==> config.mk <==
export PLATFORM = sky130hd
export DESIGN_NAME = fls_slice
export DESIGN_NICKNAME = d
export VERILOG_FILES = /design/src/fls_pkg.sv /design/src/fls_lut_mem.sv /design/src/fls_ripple.sv /design/src/fls_slice.sv
export VERILOG_INCLUDE_DIRS = /design/src
export SDC_FILE = /design/constraint.sdc
export NUM_CORES = 1
export LEC_CHECK = 0
export BUFFER_PORTS_ARGS = -buffer_cell sky130_fd_sc_hd__buf_4
export CORE_UTILIZATION = 25
export DETAILED_ROUTE_END_ITERATION = 8
export GPL_ROUTABILITY_DRIVEN = 0
export PLACE_DENSITY = 0.49
export SLEW_MARGIN = 20
export SYNTH_ARGS = -nofsm -noshare
export SYNTH_HDL_FRONTEND = slang
export SYNTH_SLANG_ARGS = --single-unit
==> constraint.sdc <==
create_clock -name clk_in -period 4 [get_ports clk_in]
set_input_delay 1.2 -clock clk_in [delete_from_list [all_inputs] [get_ports clk_in]]
set_output_delay 1.2 -clock clk_in [all_outputs]
set_load 0.02 [all_outputs]
==> src/fls_defs.svh <==
// constants for the programmable logic slice: sizes, routing bundle layout, reset values
`ifndef FLS_DEFS_SVH
`define FLS_DEFS_SVH

////////////////////////////////////////////////////////////////////////////////
// lookup table geometry
`define FLS_LUT_SIZE    16
`define FLS_LUT_IN      4

////////////////////////////////////////////////////////////////////////////////
// routing bundle, bit positions of each group after the input synchroniser
`define FLS_RT_L0       0
`define FLS_RT_L1       4
`define FLS_RT_MPI      8
`define FLS_RT_WIDE     10
`define FLS_RT_CE       12
`define FLS_RT_LSR      13
`define FLS_RT_CLK      14
`define FLS_RT_CIN      15
`define FLS_RT_WAD      16
`define FLS_RT_WDI      20
`define FLS_RT_WRE      24
`define FLS_RT_W        25

////////////////////////////////////////////////////////////////////////////////
// slice roles within the logic block
`define FLS_SLICE_LAST  3
`define FLS_MEM_SLICES  2
`define FLS_CTRL_SLICE  2

////////////////////////////////////////////////////////////////////////////////
// reset values
`define FLS_RST_REG     2'h0
`define FLS_RST_TABLE   16'h0000

`endif

==> src/fls_pkg.sv <==
// types shared by the logic slice modules
`include "fls_defs.svh"

package fls_pkg;

   typedef enum logic [1:0] {
      FLS_MODE_LOGIC  = 2'h0,
      FLS_MODE_RIPPLE = 2'h1,
      FLS_MODE_ROM    = 2'h2,
      FLS_MODE_RAM    = 2'h3
   } fls_mode_t;

   typedef enum logic [2:0] {
      FLS_OP_ADD    = 3'h0,
      FLS_OP_SUB    = 3'h1,
      FLS_OP_ADDSUB = 3'h2,
      FLS_OP_UPCNT  = 3'h3,
      FLS_OP_DNCNT  = 3'h4,
      FLS_OP_UDCNT  = 3'h5,
      FLS_OP_MULT   = 3'h6,
      FLS_OP_CMP    = 3'h7
   } fls_op_t;

   typedef struct packed {
      logic [`FLS_RT_W-1:0] rt_s1;
      logic [`FLS_RT_W-1:0] rt_s2;
      logic                 clk_prev;
      logic                 cfg_done;
      fls_mode_t            mode;
      fls_op_t              op;
      logic                 lsr_async;
      logic                 lsr_set;
      logic                 clk_neg;
      logic                 clk_level;
      logic                 fast;
      logic [1:0]           cmp_sel;
      logic [1:0]           q;
      logic [1:0]           f;
      logic                 ofx_lo;
      logic                 ofx_hi;
      logic                 cout;
      logic                 gen;
      logic                 prop;
      logic [3:0]           mem_write_addr;
      logic [3:0]           wdi;
      logic                 mem_write_enable;
   } fls_state_t;

   typedef struct packed {
      logic [`FLS_LUT_SIZE-1:0] tbl0;
      logic [`FLS_LUT_SIZE-1:0] tbl1;
   } fls_mem_state_t;

endpackage : fls_pkg

==> src/fls_lut_mem.sv <==
// the two 16-entry lookup tables of one slice, loadable and writable as memory
`timescale 1ns/10ps
`include "fls_defs.svh"

module fls_lut_mem
   import fls_pkg::*;
(
   input  wire logic                     clk_in,
   input  wire logic                     rst_in,
   input  wire logic                     load_in,
   input  wire logic [`FLS_LUT_SIZE-1:0] load0_in,
   input  wire logic [`FLS_LUT_SIZE-1:0] load1_in,
   input  wire logic                     wr_en_in,
   input  wire logic [`FLS_LUT_IN-1:0]   wr_addr_in,
   input  wire logic [1:0]               wr_data_in,
   output logic      [`FLS_LUT_SIZE-1:0] tbl0_out,
   output logic      [`FLS_LUT_SIZE-1:0] tbl1_out
);

   fls_mem_state_t           s_q;
   fls_mem_state_t           s_d;
   logic [`FLS_LUT_SIZE-1:0] hit;

   ////////////////////////////////////////////////////////////////////////////
   genvar e;
   generate
      for (e = 0; e < `FLS_LUT_SIZE; e++) begin : g_hit
         assign hit[e] = wr_en_in && (wr_addr_in == 4'(e));
      end
   endgenerate

   // configuration load wins over a user write in the same cycle
   always_comb begin
      s_d = s_q;
      if (load_in) begin
         s_d.tbl0 = load0_in;
         s_d.tbl1 = load1_in;
      end else begin
         s_d.tbl0 = (s_q.tbl0 & ~hit) | (hit & {`FLS_LUT_SIZE{wr_data_in[0]}});
         s_d.tbl1 = (s_q.tbl1 & ~hit) | (hit & {`FLS_LUT_SIZE{wr_data_in[1]}});
      end
   end

   always_ff @(posedge clk_in) begin
      if (rst_in) begin
         s_q.tbl0 <= `FLS_RST_TABLE;
         s_q.tbl1 <= `FLS_RST_TABLE;
      end else begin
         s_q <= s_d;
      end
   end

   assign tbl0_out = s_q.tbl0;
   assign tbl1_out = s_q.tbl1;

endmodule : fls_lut_mem

==> src/fls_ripple.sv <==
// two-bit ripple arithmetic cell: add, subtract, count, multiply step, compare
`timescale 1ns/10ps

module fls_ripple
   import fls_pkg::*;
(
   input  wire fls_op_t    op_in,
   input  wire logic       dir_in,
   input  wire logic [1:0] a_in,
   input  wire logic [1:0] b_in,
   input  wire logic [1:0] cnt_in,
   input  wire logic       carry_in,
   output logic      [1:0] sum_out,
   output logic            carry_out,
   output logic            gen_out,
   output logic            prop_out,
   output logic            ge_out,
   output logic            ne_out,
   output logic            le_out
);

   logic [1:0] x;
   logic [1:0] y;
   logic       c;
   logic [2:0] total;
   logic [1:0] g;
   logic [1:0] p;

   // counters treat carry_in high as "count this step", in both directions
   always_comb begin
      x = a_in;
      y = b_in;
      c = carry_in;
      case (op_in)
         FLS_OP_ADD: begin
            y = b_in;
         end
         FLS_OP_SUB: begin
            y = ~b_in;
         end
         FLS_OP_ADDSUB: begin
            y = dir_in ? b_in : ~b_in;
         end
         FLS_OP_UPCNT: begin
            x = cnt_in;
            y = 2'h0;
         end
         FLS_OP_DNCNT: begin
            x = cnt_in;
            y = 2'h3;
            c = ~carry_in;
         end
         FLS_OP_UDCNT: begin
            x = cnt_in;
            y = dir_in ? 2'h0 : 2'h3;
            c = dir_in ? carry_in : ~carry_in;
         end
         FLS_OP_MULT: begin
            x = a_in & {2{dir_in}};
         end
         default: begin
            y = ~b_in;
            c = 1'b1;
         end
      endcase
      total = {1'b0, x} + {1'b0, y} + {2'h0, c};
   end

   assign sum_out   = total[1:0];
   assign carry_out = total[2];
   assign g         = x & y;
   assign p         = x ^ y;
   assign gen_out   = g[1] | (p[1] & g[0]);
   assign prop_out  = p[1] & p[0];
   assign ge_out    = (a_in >= b_in);
   assign ne_out    = (a_in != b_in);
   assign le_out    = (a_in <= b_in);

endmodule : fls_ripple

==> src/fls_slice.sv <==
// one programmable logic slice: two lookup tables, two registers, ripple cell
`timescale 1ns/10ps
`include "fls_defs.svh"

module fls_slice
   import fls_pkg::*;
#(
   parameter int SLICE_ID = 0
) (
   input  wire logic        clk_in,
   input  wire logic        rst_in,
   input  wire logic        cfg_load_in,
   input  wire logic [15:0] cfg_lut0_in,
   input  wire logic [15:0] cfg_lut1_in,
   input  wire logic [1:0]  cfg_mode_in,
   input  wire logic [2:0]  cfg_op_in,
   input  wire logic [1:0]  cfg_init_in,
   input  wire logic        cfg_lsr_async_in,
   input  wire logic        cfg_lsr_set_in,
   input  wire logic        cfg_clk_neg_in,
   input  wire logic        cfg_clk_level_in,
   input  wire logic        cfg_fast_carry_in,
   input  wire logic [1:0]  cfg_cmp_sel_in,
   input  wire logic [3:0]  lut0_data_in,
   input  wire logic [3:0]  lut1_data_in,
   input  wire logic [1:0]  multi_purpose_in,
   input  wire logic [1:0]  wide_mux_in,
   input  wire logic        clock_enable_in,
   input  wire logic        local_set_reset_in,
   input  wire logic        slice_clock_in,
   input  wire logic        carry_in,
   input  wire logic [3:0]  mem_write_addr_in,
   input  wire logic [3:0]  mem_write_data_in,
   input  wire logic        mem_write_enable_in,
   output logic             comb_out0_out,
   output logic             comb_out1_out,
   output logic             reg_out0_out,
   output logic             reg_out1_out,
   output logic             wide_mux_out_lo_out,
   output logic             wide_mux_out_hi_out,
   output logic             carry_out_out,
   output logic             carry_gen_out,
   output logic             carry_prop_out,
   output logic [3:0]       mem_write_addr_out,
   output logic [3:0]       mem_write_data_out,
   output logic             mem_write_enable_out,
   output logic             user_mode_out
);

   localparam logic IS_MEM_SLICE  = (SLICE_ID < `FLS_MEM_SLICES);
   localparam logic IS_CTRL_SLICE = (SLICE_ID == `FLS_CTRL_SLICE);
   localparam logic IS_LAST_SLICE = (SLICE_ID == `FLS_SLICE_LAST);
   localparam logic DATA_UPPER    = (SLICE_ID == 1);

   fls_state_t           s_q;
   fls_state_t           s_d;
   logic [`FLS_RT_W-1:0] rt_raw;
   logic [`FLS_RT_W-1:0] rt;
   logic [3:0]           l0;
   logic [3:0]           l1;
   logic [1:0]           mpi;
   logic [1:0]           wide;
   logic                 ce_now;
   logic                 lsr_now;
   logic                 clk_now;
   logic                 cin_now;
   logic [3:0]           wad_in;
   logic [3:0]           wdi_in;
   logic                 wre_in;
   logic [15:0]          tbl0;
   logic [15:0]          tbl1;
   logic [1:0]           lut_f;
   logic                 edge_act;
   logic                 clk_act;
   logic                 mem_wr;
   logic [1:0]           mem_wd;
   logic [1:0]           lsr_val;
   logic                 ripple;
   logic                 counting;
   logic [1:0]           rp_a;
   logic [1:0]           rp_b;
   logic [1:0]           rp_sum;
   logic                 rp_cout;
   logic                 rp_gen;
   logic                 rp_prop;
   logic                 rp_ge;
   logic                 rp_ne;
   logic                 rp_le;
   logic                 cmp_bit;
   logic [1:0]           reg_d;

   ////////////////////////////////////////////////////////////////////////////
   // all routed inputs cross through two flops together so they stay aligned
   // routing and carry inputs
   assign rt_raw = {mem_write_enable_in, mem_write_data_in, mem_write_addr_in, carry_in,
                    slice_clock_in, local_set_reset_in, clock_enable_in, wide_mux_in,
                    multi_purpose_in, lut1_data_in, lut0_data_in};
   assign rt      = s_q.rt_s2;
   assign l0      = rt[`FLS_RT_L0 +: 4];
   assign l1      = rt[`FLS_RT_L1 +: 4];
   assign mpi     = rt[`FLS_RT_MPI +: 2];
   assign wide    = rt[`FLS_RT_WIDE +: 2];
   assign ce_now  = rt[`FLS_RT_CE];
   assign lsr_now = rt[`FLS_RT_LSR];
   assign clk_now = rt[`FLS_RT_CLK];
   assign cin_now = rt[`FLS_RT_CIN];
   assign wad_in  = rt[`FLS_RT_WAD +: 4];
   assign wdi_in  = rt[`FLS_RT_WDI +: 4];
   assign wre_in  = rt[`FLS_RT_WRE];

   ////////////////////////////////////////////////////////////////////////////
   // polarity and edge/level select
   assign edge_act = s_q.clk_neg ? (s_q.clk_prev & ~clk_now) : (~s_q.clk_prev & clk_now);
   assign clk_act  = s_q.clk_level ? (clk_now ^ s_q.clk_neg) : edge_act;

   ////////////////////////////////////////////////////////////////////////////
   // write on slice clock edge, enable from the memory write enable input
   assign mem_wr = IS_MEM_SLICE && (s_q.mode == FLS_MODE_RAM) && edge_act && wre_in;
   // upper data pair to slice 1, lower to slice 0
   assign mem_wd = DATA_UPPER ? wdi_in[3:2] : wdi_in[1:0];

   // address taken from the control slice
   fls_lut_mem u_mem (
      .clk_in     (clk_in),
      .rst_in     (rst_in),
      .load_in    (cfg_load_in),
      .load0_in   (cfg_lut0_in),
      .load1_in   (cfg_lut1_in),
      .wr_en_in   (mem_wr),
      .wr_addr_in (wad_in),
      .wr_data_in (mem_wd),
      .tbl0_out   (tbl0),
      .tbl1_out   (tbl1)
   );

   assign lut_f = {tbl1[l1], tbl0[l0]};

   ////////////////////////////////////////////////////////////////////////////
   // operands: A pins of both tables form a, B pins form b
   assign ripple   = (s_q.mode == FLS_MODE_RIPPLE);
   assign rp_a     = {l1[0], l0[0]};
   assign rp_b     = {l1[1], l0[1]};
   assign counting = (s_q.op == FLS_OP_UPCNT) || (s_q.op == FLS_OP_DNCNT)
                     || (s_q.op == FLS_OP_UDCNT);

   fls_ripple u_ripple (
      .op_in     (s_q.op),
      .dir_in    (mpi[0]),
      .a_in      (rp_a),
      .b_in      (rp_b),
      .cnt_in    (s_q.q),
      .carry_in  (cin_now),
      .sum_out   (rp_sum),
      .carry_out (rp_cout),
      .gen_out   (rp_gen),
      .prop_out  (rp_prop),
      .ge_out    (rp_ge),
      .ne_out    (rp_ne),
      .le_out    (rp_le)
   );

   always_comb begin
      case (s_q.cmp_sel)
         2'h0: begin
            cmp_bit = rp_ge;
         end
         2'h1: begin
            cmp_bit = rp_ne;
         end
         default: begin
            cmp_bit = rp_le;
         end
      endcase
   end

   // synchronous preload of a counter from operand a
   assign reg_d   = !ripple ? lut_f : ((counting && mpi[1]) ? rp_a : rp_sum);
   assign lsr_val = s_q.lsr_set ? 2'h3 : 2'h0;

   ////////////////////////////////////////////////////////////////////////////
   always_comb begin
      s_d          = s_q;
      s_d.rt_s1    = rt_raw;
      s_d.rt_s2    = s_q.rt_s1;
      s_d.clk_prev = clk_now;
      if (cfg_load_in) begin
         // memory request on the last slice degrades to table-only use
         s_d.mode      = (IS_LAST_SLICE && cfg_mode_in == FLS_MODE_RAM) ? FLS_MODE_ROM
                                                                         : fls_mode_t'(cfg_mode_in);
         s_d.op        = fls_op_t'(cfg_op_in);
         s_d.lsr_async = cfg_lsr_async_in;
         s_d.lsr_set   = cfg_lsr_set_in;
         s_d.clk_neg   = cfg_clk_neg_in;
         s_d.clk_level = cfg_clk_level_in;
         s_d.fast      = cfg_fast_carry_in;
         s_d.cmp_sel   = cfg_cmp_sel_in;
         // registers enter user mode at configured value
         s_d.q         = cfg_init_in;
         s_d.cfg_done  = 1'b1;
      end else if (s_q.cfg_done) begin
         // asynchronous set/reset ignores clock and enable
         if (lsr_now && s_q.lsr_async) begin
            s_d.q = lsr_val;
         // clock enable gates every clocked register update, synchronous set/reset included
         end else if (ce_now && clk_act) begin
            // synchronous set/reset on the active clock
            s_d.q = lsr_now ? lsr_val : reg_d;
         end
      end
      // bypass outputs carry the table or arithmetic result
      if (ripple) begin
         s_d.f = (s_q.op == FLS_OP_CMP) ? {1'b0, cmp_bit} : rp_sum;
      end else begin
         s_d.f = lut_f;
      end
      s_d.ofx_lo = mpi[0] ? lut_f[1] : lut_f[0];
      // chained mux of neighbouring wide outputs
      s_d.ofx_hi = mpi[1] ? wide[1] : wide[0];
      // generate and propagate for fast carry
      s_d.cout   = ripple && rp_cout;
      s_d.gen    = ripple && s_q.fast && rp_gen;
      s_d.prop   = ripple && s_q.fast && rp_prop;
      // control slice exports its table inputs as memory address and data, its set/reset as write enable
      s_d.mem_write_addr    = IS_CTRL_SLICE ? l0 : 4'h0;
      s_d.wdi    = IS_CTRL_SLICE ? l1 : 4'h0;
      s_d.mem_write_enable    = IS_CTRL_SLICE && lsr_now;
   end

   // control state has a fixed value until the configuration load
   always_ff @(posedge clk_in) begin
      if (rst_in) begin
         s_q      <= '0;
         s_q.q    <= `FLS_RST_REG;
         s_q.mode <= FLS_MODE_LOGIC;
         s_q.op   <= FLS_OP_ADD;
      end else begin
         s_q <= s_d;
      end
   end

   ////////////////////////////////////////////////////////////////////////////
   // six routing outputs, carry out with generate and propagate, memory controls and user mode
   assign comb_out0_out        = s_q.f[0];
   assign comb_out1_out        = s_q.f[1];
   assign reg_out0_out         = s_q.q[0];
   assign reg_out1_out         = s_q.q[1];
   assign wide_mux_out_lo_out  = s_q.ofx_lo;
   assign wide_mux_out_hi_out  = s_q.ofx_hi;
   assign carry_out_out        = s_q.cout;
   assign carry_gen_out        = s_q.gen;
   assign carry_prop_out       = s_q.prop;
   assign mem_write_addr_out   = s_q.mem_write_addr;
   assign mem_write_data_out   = s_q.wdi;
   assign mem_write_enable_out = s_q.mem_write_enable;
   assign user_mode_out        = s_q.cfg_done;
endmodule : fls_slice

Word level (Yosys, flattened, before mapping):

Index checks and enable logic that the tools add are counted.

* register bits after elaboration: 114
* output and inout port bits: 19
* input port bits: 74

* reductions and logical operators: 36
* eq/ne operators: 26
* muxes and demuxes: 26
* bitwise gates (word level): 20
* $lt $le $gt $ge: 4
* add/sub/neg operators: 2

Operators with widths (number)
* 16-bit AND: 4
* 4-bit equality test (second input constant): 8
* 32-bit 2-to-1 mux: 1
* 16-bit bitwise OR: 2
* 1-bit logical AND: 25
* 2-bit 2-to-1 mux: 12
* 4-bit by 3-bit equality test with 1-bit output (second input constant): 4
* 16-bit NOT: 1
* 3-bit equality test (second input constant): 4
* 4-bit by 5-bit less-than comparator with 1-bit output (second input constant): 2
* 2-bit case mux with 5 select lines: 1
* 1-bit binary-select mux with 4-bit select: 2
* 4-bit by 2-bit equality test with 1-bit output (second input constant): 2
* 1-bit 2-to-1 mux: 7
* 3-bit by 2-bit equality test with 1-bit output (second input constant): 2
* 5-bit OR reduction: 1
* 1-bit AND: 4
* 2-bit AND: 2
* 2-bit by 1-bit equality test with 1-bit output (second input constant): 2
* 4-bit by 1-bit equality test with 1-bit output (second input constant): 1
* 4-bit logical NOT: 1
* 2-bit case mux with 2 select lines: 1
* 2-bit by 2-bit adder with 3-bit output: 1
* 3-bit by 1-bit adder with 3-bit output: 1
* other kinds (20): 23

Depth between registers and ports, before layout:

Gate-level depths: netlist of the first run.

* depth after elaboration: 12
* mapped depth: 13

Modules after synthesis:

A second synthesis of the first run with hierarchy kept.

* cells, all modules: 493
* area, all modules: 4767.1 um^2

By module, submodules not included
* fls_slice: area each 2593.7 um^2, times used 1, sequential area each 1381.3 um^2, cells an instance 240
* fls_lut_mem: area each 1781.7 um^2, times used 1, sequential area each 640.6 um^2, cells an instance 207
* fls_ripple: area each 391.6 um^2, times used 1, sequential area each 0.0 um^2, cells an instance 46

Worst setup path after synthesis of the first run:

No wires, ideal clock.

* kind: register to register
* start: register s_q[27] (netlist name)
* end: register s_q, in the netlist reg_out1_out
* setup slack: 1023 ps
* stages on the path, launching flop included: 13
* path buffers: 2
* period minus slack after synthesis: 2977 ps
* data required time: 3909 ps
* arrival: 2886 ps
* path through: dfxtp_1 -> clkbuf_1 -> buf_1 -> xnor2_1 -> a21oi_1 -> o21ai_0 -> fa_1 -> fa_1 -> nor2_1 -> a31oi_1 -> o22ai_1 -> o21a_1 -> a311oi_1

* cells in the longest elaborated chain, start to end: 12
* elaborated cells between the ends (all ways): 25

Ends and longest elaborated chain
* start, declared: RTL line fls_slice.sv:55 `fls_state_t s_q;`
* 3-bit equality test, or another cell as far along: RTL line fls_ripple.sv:34 `case (op_in)`
* 2-bit OR reduction (no line) or 3-bit OR reduction (tied branches)
* 2-bit case mux with 5 select lines or 2-bit case mux with 2 select lines (tied branches): RTL line fls_ripple.sv:34
* 2-bit by 2-bit adder with 3-bit output: RTL line fls_ripple.sv:66 `total = {1'b0, x} + {1'b0, y} + {2'h0, c};`
* 3-bit by 1-bit adder with 3-bit output: RTL line fls_ripple.sv:66
* 2-bit 2-to-1 mux (*) (2 in a row): RTL line fls_slice.sv:177 `assign reg_d = !ripple ? lut_f : ((counting && mpi[1]) ? rp_a : rp_sum);`
* 2-bit 2-to-1 mux (*): RTL line fls_slice.sv:207 `s_d.q = lsr_now ? lsr_val : reg_d;`
* 2-bit 2-to-1 mux (*): RTL line fls_slice.sv:205 `end else if (ce_now && clk_act) begin`
* 2-bit 2-to-1 mux (*): RTL line fls_slice.sv:202 `if (lsr_now && s_q.lsr_async) begin`
* 2-bit 2-to-1 mux (*): RTL line fls_slice.sv:200 `end else if (s_q.cfg_done) begin`
* 2-bit 2-to-1 mux (*): RTL line fls_slice.sv:186 `if (cfg_load_in) begin`

Every way passes the cells marked *; elsewhere a longest branch is shown, timed or not. The select of a mux whose other input is x is not followed.
A chain may end at the register's enable or synchronous reset.

Worst setup path in the final report of the first run:

Ends and elaborated chain as after synthesis.

==> summary.md, run 1 <==
| Metric | Value |
|---|---|
| Status | `complete, no violations` |
| Clk slew on worst S/H paths | `0.07 ns` |
| Most common cell in the netlist | `dfxtp_1` |
| Min-Delay Path Class | `flip-flop to flip-flop` |
| Dpl cells | `749` |
| Global-route wire length before repair | `17.7 mm` |
| Endpoints failing setup | `0` |
| DP Worst Slack | `0.767 ns` |
| FF-to-FF path depth | `11` |
| Final Hold Fails | `0` |
| Crit path launch type | `flip-flop` |
| EDFF count, synth | `0` |
| Slew margin rel. | `54.7%` |
| DRT iter0 DRCs | `244` |
| WP data required | `4.26 ns` |
| Drt drc | `0` |
| Total Routed Length | `11.2 mm` |
| Period utilization | `82.0%` |
| Hold Path Depth | `1` |
| Port Buffers | `81` |
| # resized after CTS | `0` |
| Fmax | `305 MHz` |
| Leakage | `0.00224 uW` |
| Post-CTS setup buffer count | `0` |
| Main combinational cell family by area after synthesis | `simple AND/OR/NAND/NOR gates` |
| Hold Path Sink | `rt[12]` |
| First-pass detailed-route iteration total | `5` |
| Total power | `2330 uW` |
| Placeable Area | `17,400 um^2` |
| Routed len/inst | `14.7 um` |
| Top cells by area, synth | `dfxtp_1 (45%), mux2i_1 (9.3%), nor2b_1 (7.2%)` |
| Mux cell area share after synthesis | `13.8%` |
| Clk Latency, worst-skew pair | `0.35 ns` |
| Setup TNS Final | `0 ns` |
| Height of the die | `136 um` |
| Post-synthesis sequential area ratio | `44.9%` |
| Area leader, netlist | `dfxtp_1` |
| Netlist Area Pre-Place | `4500 um^2` |
| Adder-Cell Fraction of Synth Area | `2.00%` |
| Synth warnings | `0` |
| Main synth FF type | `dfxtp_1` |
| Die Width | `136 um` |
| Critical Path End Type | `flip-flop` |
| Layout Nets | `615` |
| Maxcap violations | `0` |
| Io pins | `93` |
| Syn avg cell area | `9.62 um^2` |
| Setup CP Type | `flip-flop to flip-flop` |
| Final Non-Filler Cells | `765` |
| CP max FO | `21` |
| Register bit total from synthesis | `101` |
| Worst Tran Pin Value | `0.678 ns` |
| Fillers | `1,804` |
| Rows | `48` |
| RSZ-0062 raised after global routing | `no` |
| Die area | `18,600 um^2` |
| Area of the multi-input gates | `2300 um^2` |
| Post-synth ARST share | `0%` |
| Post-DRT Antenna Nets | `0` |
| Initial Util | `25.9%` |
| CTS tree | `built` |
| H-tree depth | `3` |
| Vias in the first global route | `3,421` |
| Clock Sinks | `101` |
| Worst Hold Launch | `s_d[44]` |
| Max-slew violations | `0` |
| Hold_buf cts | `0` |
| R2R setup slack | `0.72 ns` |
| VDD IR-drop max | `0.000232 V` |
| Longest Clk Path Bufs | `2` |
| Via density | `4.55` |
| Final worst path period need | `3.28 ns` |
| Syn Inst Count | `468` |
| Total CTS buffers | `9` |
| Final worst slack | `0.719 ns` |
| Largest net degree at the start of global routing | `62` |
| R2R Path End | `reg_out1_out` |
| Synth top area share | `44.9%` |
| Clk root buf | `clkbuf_16` |
| Number of diodes | `0` |
| Layout cells sized above 1 | `22.8%` |
| Power per standard cell area | `416 nW/um^2` |
| Synth Area in XOR/XNOR | `0.583%` |
| Routed via count | `3,482` |
| Post-Route Skew | `0.00835 ns` |
| Reg2reg start | `s_q[27]` |
| Simple-Gate Fraction of Synth Area | `20.1%` |
| Synth Area in Compound Gates | `13.8%` |
| Total track usage | `12.7%` |
| Grt ovf | `0` |
| Critical Path AT | `3.54 ns` |
| Number of antenna violations at the first check in global routing | `0` |
| Most frequent cells after synthesis | `dfxtp_1 (101), nor2_1 (61), nor2b_1 (52)` |
| HPWL Detailed | `8.29 mm` |
| Register area | `2020 um^2` |
| Area grow syn2layout | `24.2%` |
| Distinct cells, synth | `50` |
[where the power goes]
group	internal [uW]	leakage, uW	switching (uW)
combinational	150	0.00125	141
sequential	1060	0.000836	51.6
clock	501	0.000151	419
total	1710	0.00224	612
[cell usage in the layout, fill, tap and decap left out, drive strengths merged, types with 2 or more instances in the layout]
master	netlist	final
ha	4	4
nand2b	4	4
a31oi	3	3
nand2	28	28
mux2	2	2
fa	2	2
xnor2	2	2
o21ai	11	11
o21bai	2	2
a311oi	15	15
a211oi	20	20
nor3b	3	3
nand3b	3	3
o21a	2	2
inv	10	15
nand3	15	15
mux4	8	8
nand4	3	3
or2	2	2
clkbuf	27	9
o22ai	4	4
mux2i	42	42
nor2	61	61
a21oi	12	12
dfxtp	101	101
a211o	2	2
buf	10	85
a2111oi	2	2
conb	1	9
nor2b	52	52
[final cells by class]
cell class / count / share of cell area (%)
multi-input cells: 328 / 41.2
flip-flops and latches: 101 / 36.2
repair buffers: 85 / 11.4
well taps: 225 / 5.03
clock buffers: 9 / 4.03
clock inverters: 7 / 1.54
inverters: 10 / 0.671
[worst max-delay path: stages, from the launching register on]
cell and delay, ns:
dfxtp_1 0.76, nand2b_1 0.20, a21o_1 0.22, o21ai_0 0.07
a21oi_1 0.14, fa_1 0.49, fa_1 0.56, nor2_1 0.06
a31oi_1 0.17, o22ai_1 0.10, o21a_1 0.20, a311oi_1 0.24
[logic make-up (layout without fill, tap and decap cells)]
logic type / count (synthesis) / count (layout)
XOR/XNOR: 3 / 3
flip-flops: 101 / 101
buffers and inverters: 47 / 111
multiplexers: 52 / 52
adder cells (fa/ha/maj): 6 / 6
other: 1 / 9
AND/OR/NAND/NOR: 178 / 178
AO/OA/AOI/OAI: 80 / 80
[worst max path at each step]
stage          depth (start not counted)           end     from  slack, ns
2_1_floorplan                         12  reg_out1_out  s_q[27]       1.02
3_3_place_gp                          11  reg_out1_out  s_q[27]       0.87
3_5_place_dp                          11  reg_out1_out  s_q[27]       0.77
4_1_cts                               11  reg_out1_out  s_q[27]       0.73
5_1_grt                               11  reg_out1_out  s_q[27]       0.43
6_report                              11  reg_out1_out  s_q[27]       0.72
[routing by layer]
layer,routed length (um),share of wire (%),GRT usage [%],vias to the layer above
met5,0,0,0,-
met4,96,0.85,5.00,0
met3,606,5.4,2.91,5
met2,5240,47,20.0,100
met1,5300,47,16.7,1618
li1,-,-,-,1759
[through the flow]
stage               hold WS (ns)  utilization (%)  instance area [um^2]
floorplan                  0.414                -                  4530
global placement           0.422             30.3                  5280
detailed placement         0.426             30.3                  5280
CTS                        0.444             32.1                  5590
global route               0.457             32.1                  5590
finish                     0.439             32.1                  5590
Power figures use the tool's default switching activity.
==> run 2, diff against run 1 <==
Clock period 4 ns to 3.2 ns, I/O delays scaled along.
==> run 2 against run 1 <==
Against the previous run:
- non-clock buffer count shrank 1
- power grew 24%
- combinational power grew 26%
- first-iteration DRC count shrank 36%
- die area is the same
- sequential share of layout area shrank 0.084 points
==> summary.md, run 2 (synthesis results as in run 1) <==
| Metric | Value |
|---|---|
| Crit path launch type | `flip-flop (unchanged)` |
| Largest net degree at the start of global routing | `61 (was 62)` |
| Grt ovf | `0 (unchanged)` |
| Max-slew violations | `0 (unchanged)` |
| Most common cell after layout, fill and taps aside | `dfxtp_1 (unchanged)` |
| Int Pwr | `2080 uW (was 1710 uW)` |
| First-pass detailed-route iteration total | `6 (was 5)` |
| Critical Path End Type | `flip-flop (unchanged)` |
| Slew margin rel. | `51.4% (was 54.7%)` |
| Sw power | `799 uW (was 612 uW)` |
| Sw Share | `27.7% (was 26.3%)` |
| Setup TNS Final | `0 ns (unchanged)` |
| Hold_buf cts | `0 (unchanged)` |
| Commonest cells after routing, fill and taps aside | `dfxtp_1 (99), buf_4 (82), nor2_1 (61), nor2b_1 (52), mux2i_1 (42) (was dfxtp_1 (101), buf_4 (85), nor2_1 (61), nor2b_1 (52), mux2i_1 (42))` |
| Routed via count | `3,454 (was 3,482)` |
| Min-Delay Path Class | `flip-flop to flip-flop (unchanged)` |
| Number of antenna violations at the first check in global routing | `0 (unchanged)` |
| Clock Sinks | `101 (unchanged)` |
| Most Crowded Layer GR | `met2 (unchanged)` |
| Height of the die | `136 um (unchanged)` |
| Via density | `4.52 (was 4.55)` |
| Clk root buf | `clkbuf_16 (unchanged)` |
| Cells along the critical path | `nor2b_1, mux2i_1, o32ai_1, a21oi_1, fa_1, fa_1, nor2_1, a31oi_1, o22ai_1, o21a_1, a311oi_1 (was nand2b_1, a21o_1, o21ai_0, a21oi_1, fa_1, fa_1, nor2_1, a31oi_1, o22ai_1, o21a_1, a311oi_1)` |
| Post-Route Skew | `0.00682 ns (was 0.00835 ns)` |
| Dpl cells | `748 (was 749)` |
| FF-to-FF path depth | `11 (unchanged)` |
| Die Width | `136 um (unchanged)` |
| Clock network power share | `39.0% (was 39.6%)` |
| R2R Path End | `reg_out1_out (unchanged)` |
| Reg2reg start | `s_q[25] (was s_q[27])` |
| Die area | `18,600 um^2 (unchanged)` |
| Combinational share of power | `12.8% (was 12.5%)` |
| Critical-path top delay cell | `dfxtp_1 (unchanged)` |
| Final Non-Filler Cells | `764 (was 765)` |
| CTS tree | `built (unchanged)` |
| Final worst slack | `0.220 ns (was 0.719 ns)` |
| Critical Path AT | `3.25 ns (was 3.54 ns)` |
| Total track usage | `12.6% (was 12.7%)` |
| WP buf/inv | `0 (unchanged)` |
| Period utilization | `93.1% (was 82.0%)` |
| Final worst path period need | `2.98 ns (was 3.28 ns)` |
| Hold_ws | `0.438 ns (was 0.439 ns)` |
| DRT iter0 DRCs | `155 (was 244)` |
| H-tree depth | `3 (unchanged)` |
| HPWL Detailed | `8.21 mm (was 8.29 mm)` |
| Total CTS buffers | `9 (unchanged)` |
| Initial Util | `25.9% (unchanged)` |
| Rows | `48 (unchanged)` |
| Area grow syn2layout | `24.6% (was 24.2%)` |
| Worst Hold Launch | `s_d[45] (was s_d[44])` |
| Number of diodes | `0 (unchanged)` |
| Most frequent CP cell | `fa_1 (unchanged)` |
| Layout Nets | `614 (was 615)` |
| Longest Clk Path Bufs | `2 (unchanged)` |
| Drt drc | `0 (unchanged)` |
| Post-route cell area | `5610 um^2 (was 5590 um^2)` |
| Worst Tran Pin Value | `0.729 ns (was 0.678 ns)` |
| Fmax | `336 MHz (was 305 MHz)` |
| Hold Path Depth | `1 (unchanged)` |
| Hold Path Sink | `rt[13] (was rt[12])` |
| Met2 usage | `19.5% (was 20.0%)` |
| Endpoints failing setup | `0 (unchanged)` |
| Leakage | `0.00225 uW (was 0.00224 uW)` |
| Placeable Area | `17,400 um^2 (unchanged)` |
| Routed len/inst | `14.6 um (was 14.7 um)` |
| M1 GR Usage | `16.6% (was 16.7%)` |
| WP data required | `3.47 ns (was 4.26 ns)` |
| VDD IR-drop max | `0.000268 V (was 0.000232 V)` |
| R2R setup slack | `0.22 ns (was 0.72 ns)` |
| Global-route wire length before repair | `17.7 mm (about the same)` |
| Area post-placement | `5300 um^2 (was 5280 um^2)` |
| RSZ-0062 raised after global routing | `no (unchanged)` |
| Vias in the first global route | `3,409 (was 3,421)` |
| # resized after CTS | `0 (unchanged)` |
| Final Hold Fails | `0 (unchanged)` |
| Maxcap violations | `0 (unchanged)` |
| Sequential share of power | `48.2% (was 47.9%)` |
| Layout cells sized above 1 | `23.0% (was 22.8%)` |
| Post-CTS setup buffer count | `0 (unchanged)` |
| Met3 Use GR | `2.46% (was 2.91%)` |
| Power per standard cell area | `514 nW/um^2 (was 416 nW/um^2)` |
| Clk slew on worst S/H paths | `0.07 ns (about the same)` |
| Largest stage delay on the critical path | `0.57 ns (was 0.76 ns)` |
| Setup CP Type | `flip-flop to flip-flop (unchanged)` |
| Port Buffers | `81 (unchanged)` |
| Post-DRT Antenna Nets | `0 (unchanged)` |
| Io pins | `93 (unchanged)` |
| Clk Latency, worst-skew pair | `0.35 ns (about the same)` |
| CP max FO | `12 (was 21)` |
| Top delay family on crit path | `adder cells (was compound AO/OA/AOI/OAI gates)` |
| Status | `complete, no violations (unchanged)` |
| DP Worst Slack | `0.118 ns (was 0.767 ns)` |
| Total Routed Length | `11.2 mm (about the same)` |
-- run 2: how the worst max path moves through the flow --
stage                     slack, ns     from  cells past startpoint           end
after floorplan                0.22  s_q[27]                     12  reg_out1_out
after global placement         0.19  s_q[26]                     10  reg_out1_out
after detailed placement       0.12  s_q[26]                     10  reg_out1_out
after CTS                      0.11  s_q[26]                     10  reg_out1_out
after global routing           0.03  s_q[25]                     11  reg_out1_out
final                          0.22  s_q[25]                     11  reg_out1_out
-- run 2: power by group through the flow --
stage / Sequential [uW] / Combinational (uW) / Clock [uW]
final: 1390 / 368 / 1120
after global routing: 1400 / 412 / 1210
after CTS: 1390 / 374 / 1160
after detailed placement: 1420 / 373 / 0
after global placement: 1420 / 368 / 0
after floorplan: 1400 / 248 / 0
-- run 2: layer usage --
metal / vias up / share of wire (%)
li1: 1759 / -
met4: 0 / 2.4
met3: 17 / 4.2
met2: 96 / 45
met1: 1582 / 48
met5: - / 0
-- run 2: final cells by class --
type / count / area, um^2
inverter: 10 / 37.5
tap: 225 / 282
multi-input combinational: 328 / 2300
clock inverter: 7 / 86.3
sequential: 101 / 2020
fill: 1820 / 11800
clock buffer: 9 / 225
timing repair buffer: 84 / 656
-- run 2: through the flow --
step	power, uW	utilization (%)
6_report	2880	32.2
5_1_grt	3030	32.2
4_1_cts	2930	32.2
3_5_place_dp	1790	30.4
3_3_place_gp	1790	30.4
2_1_floorplan	1650	-
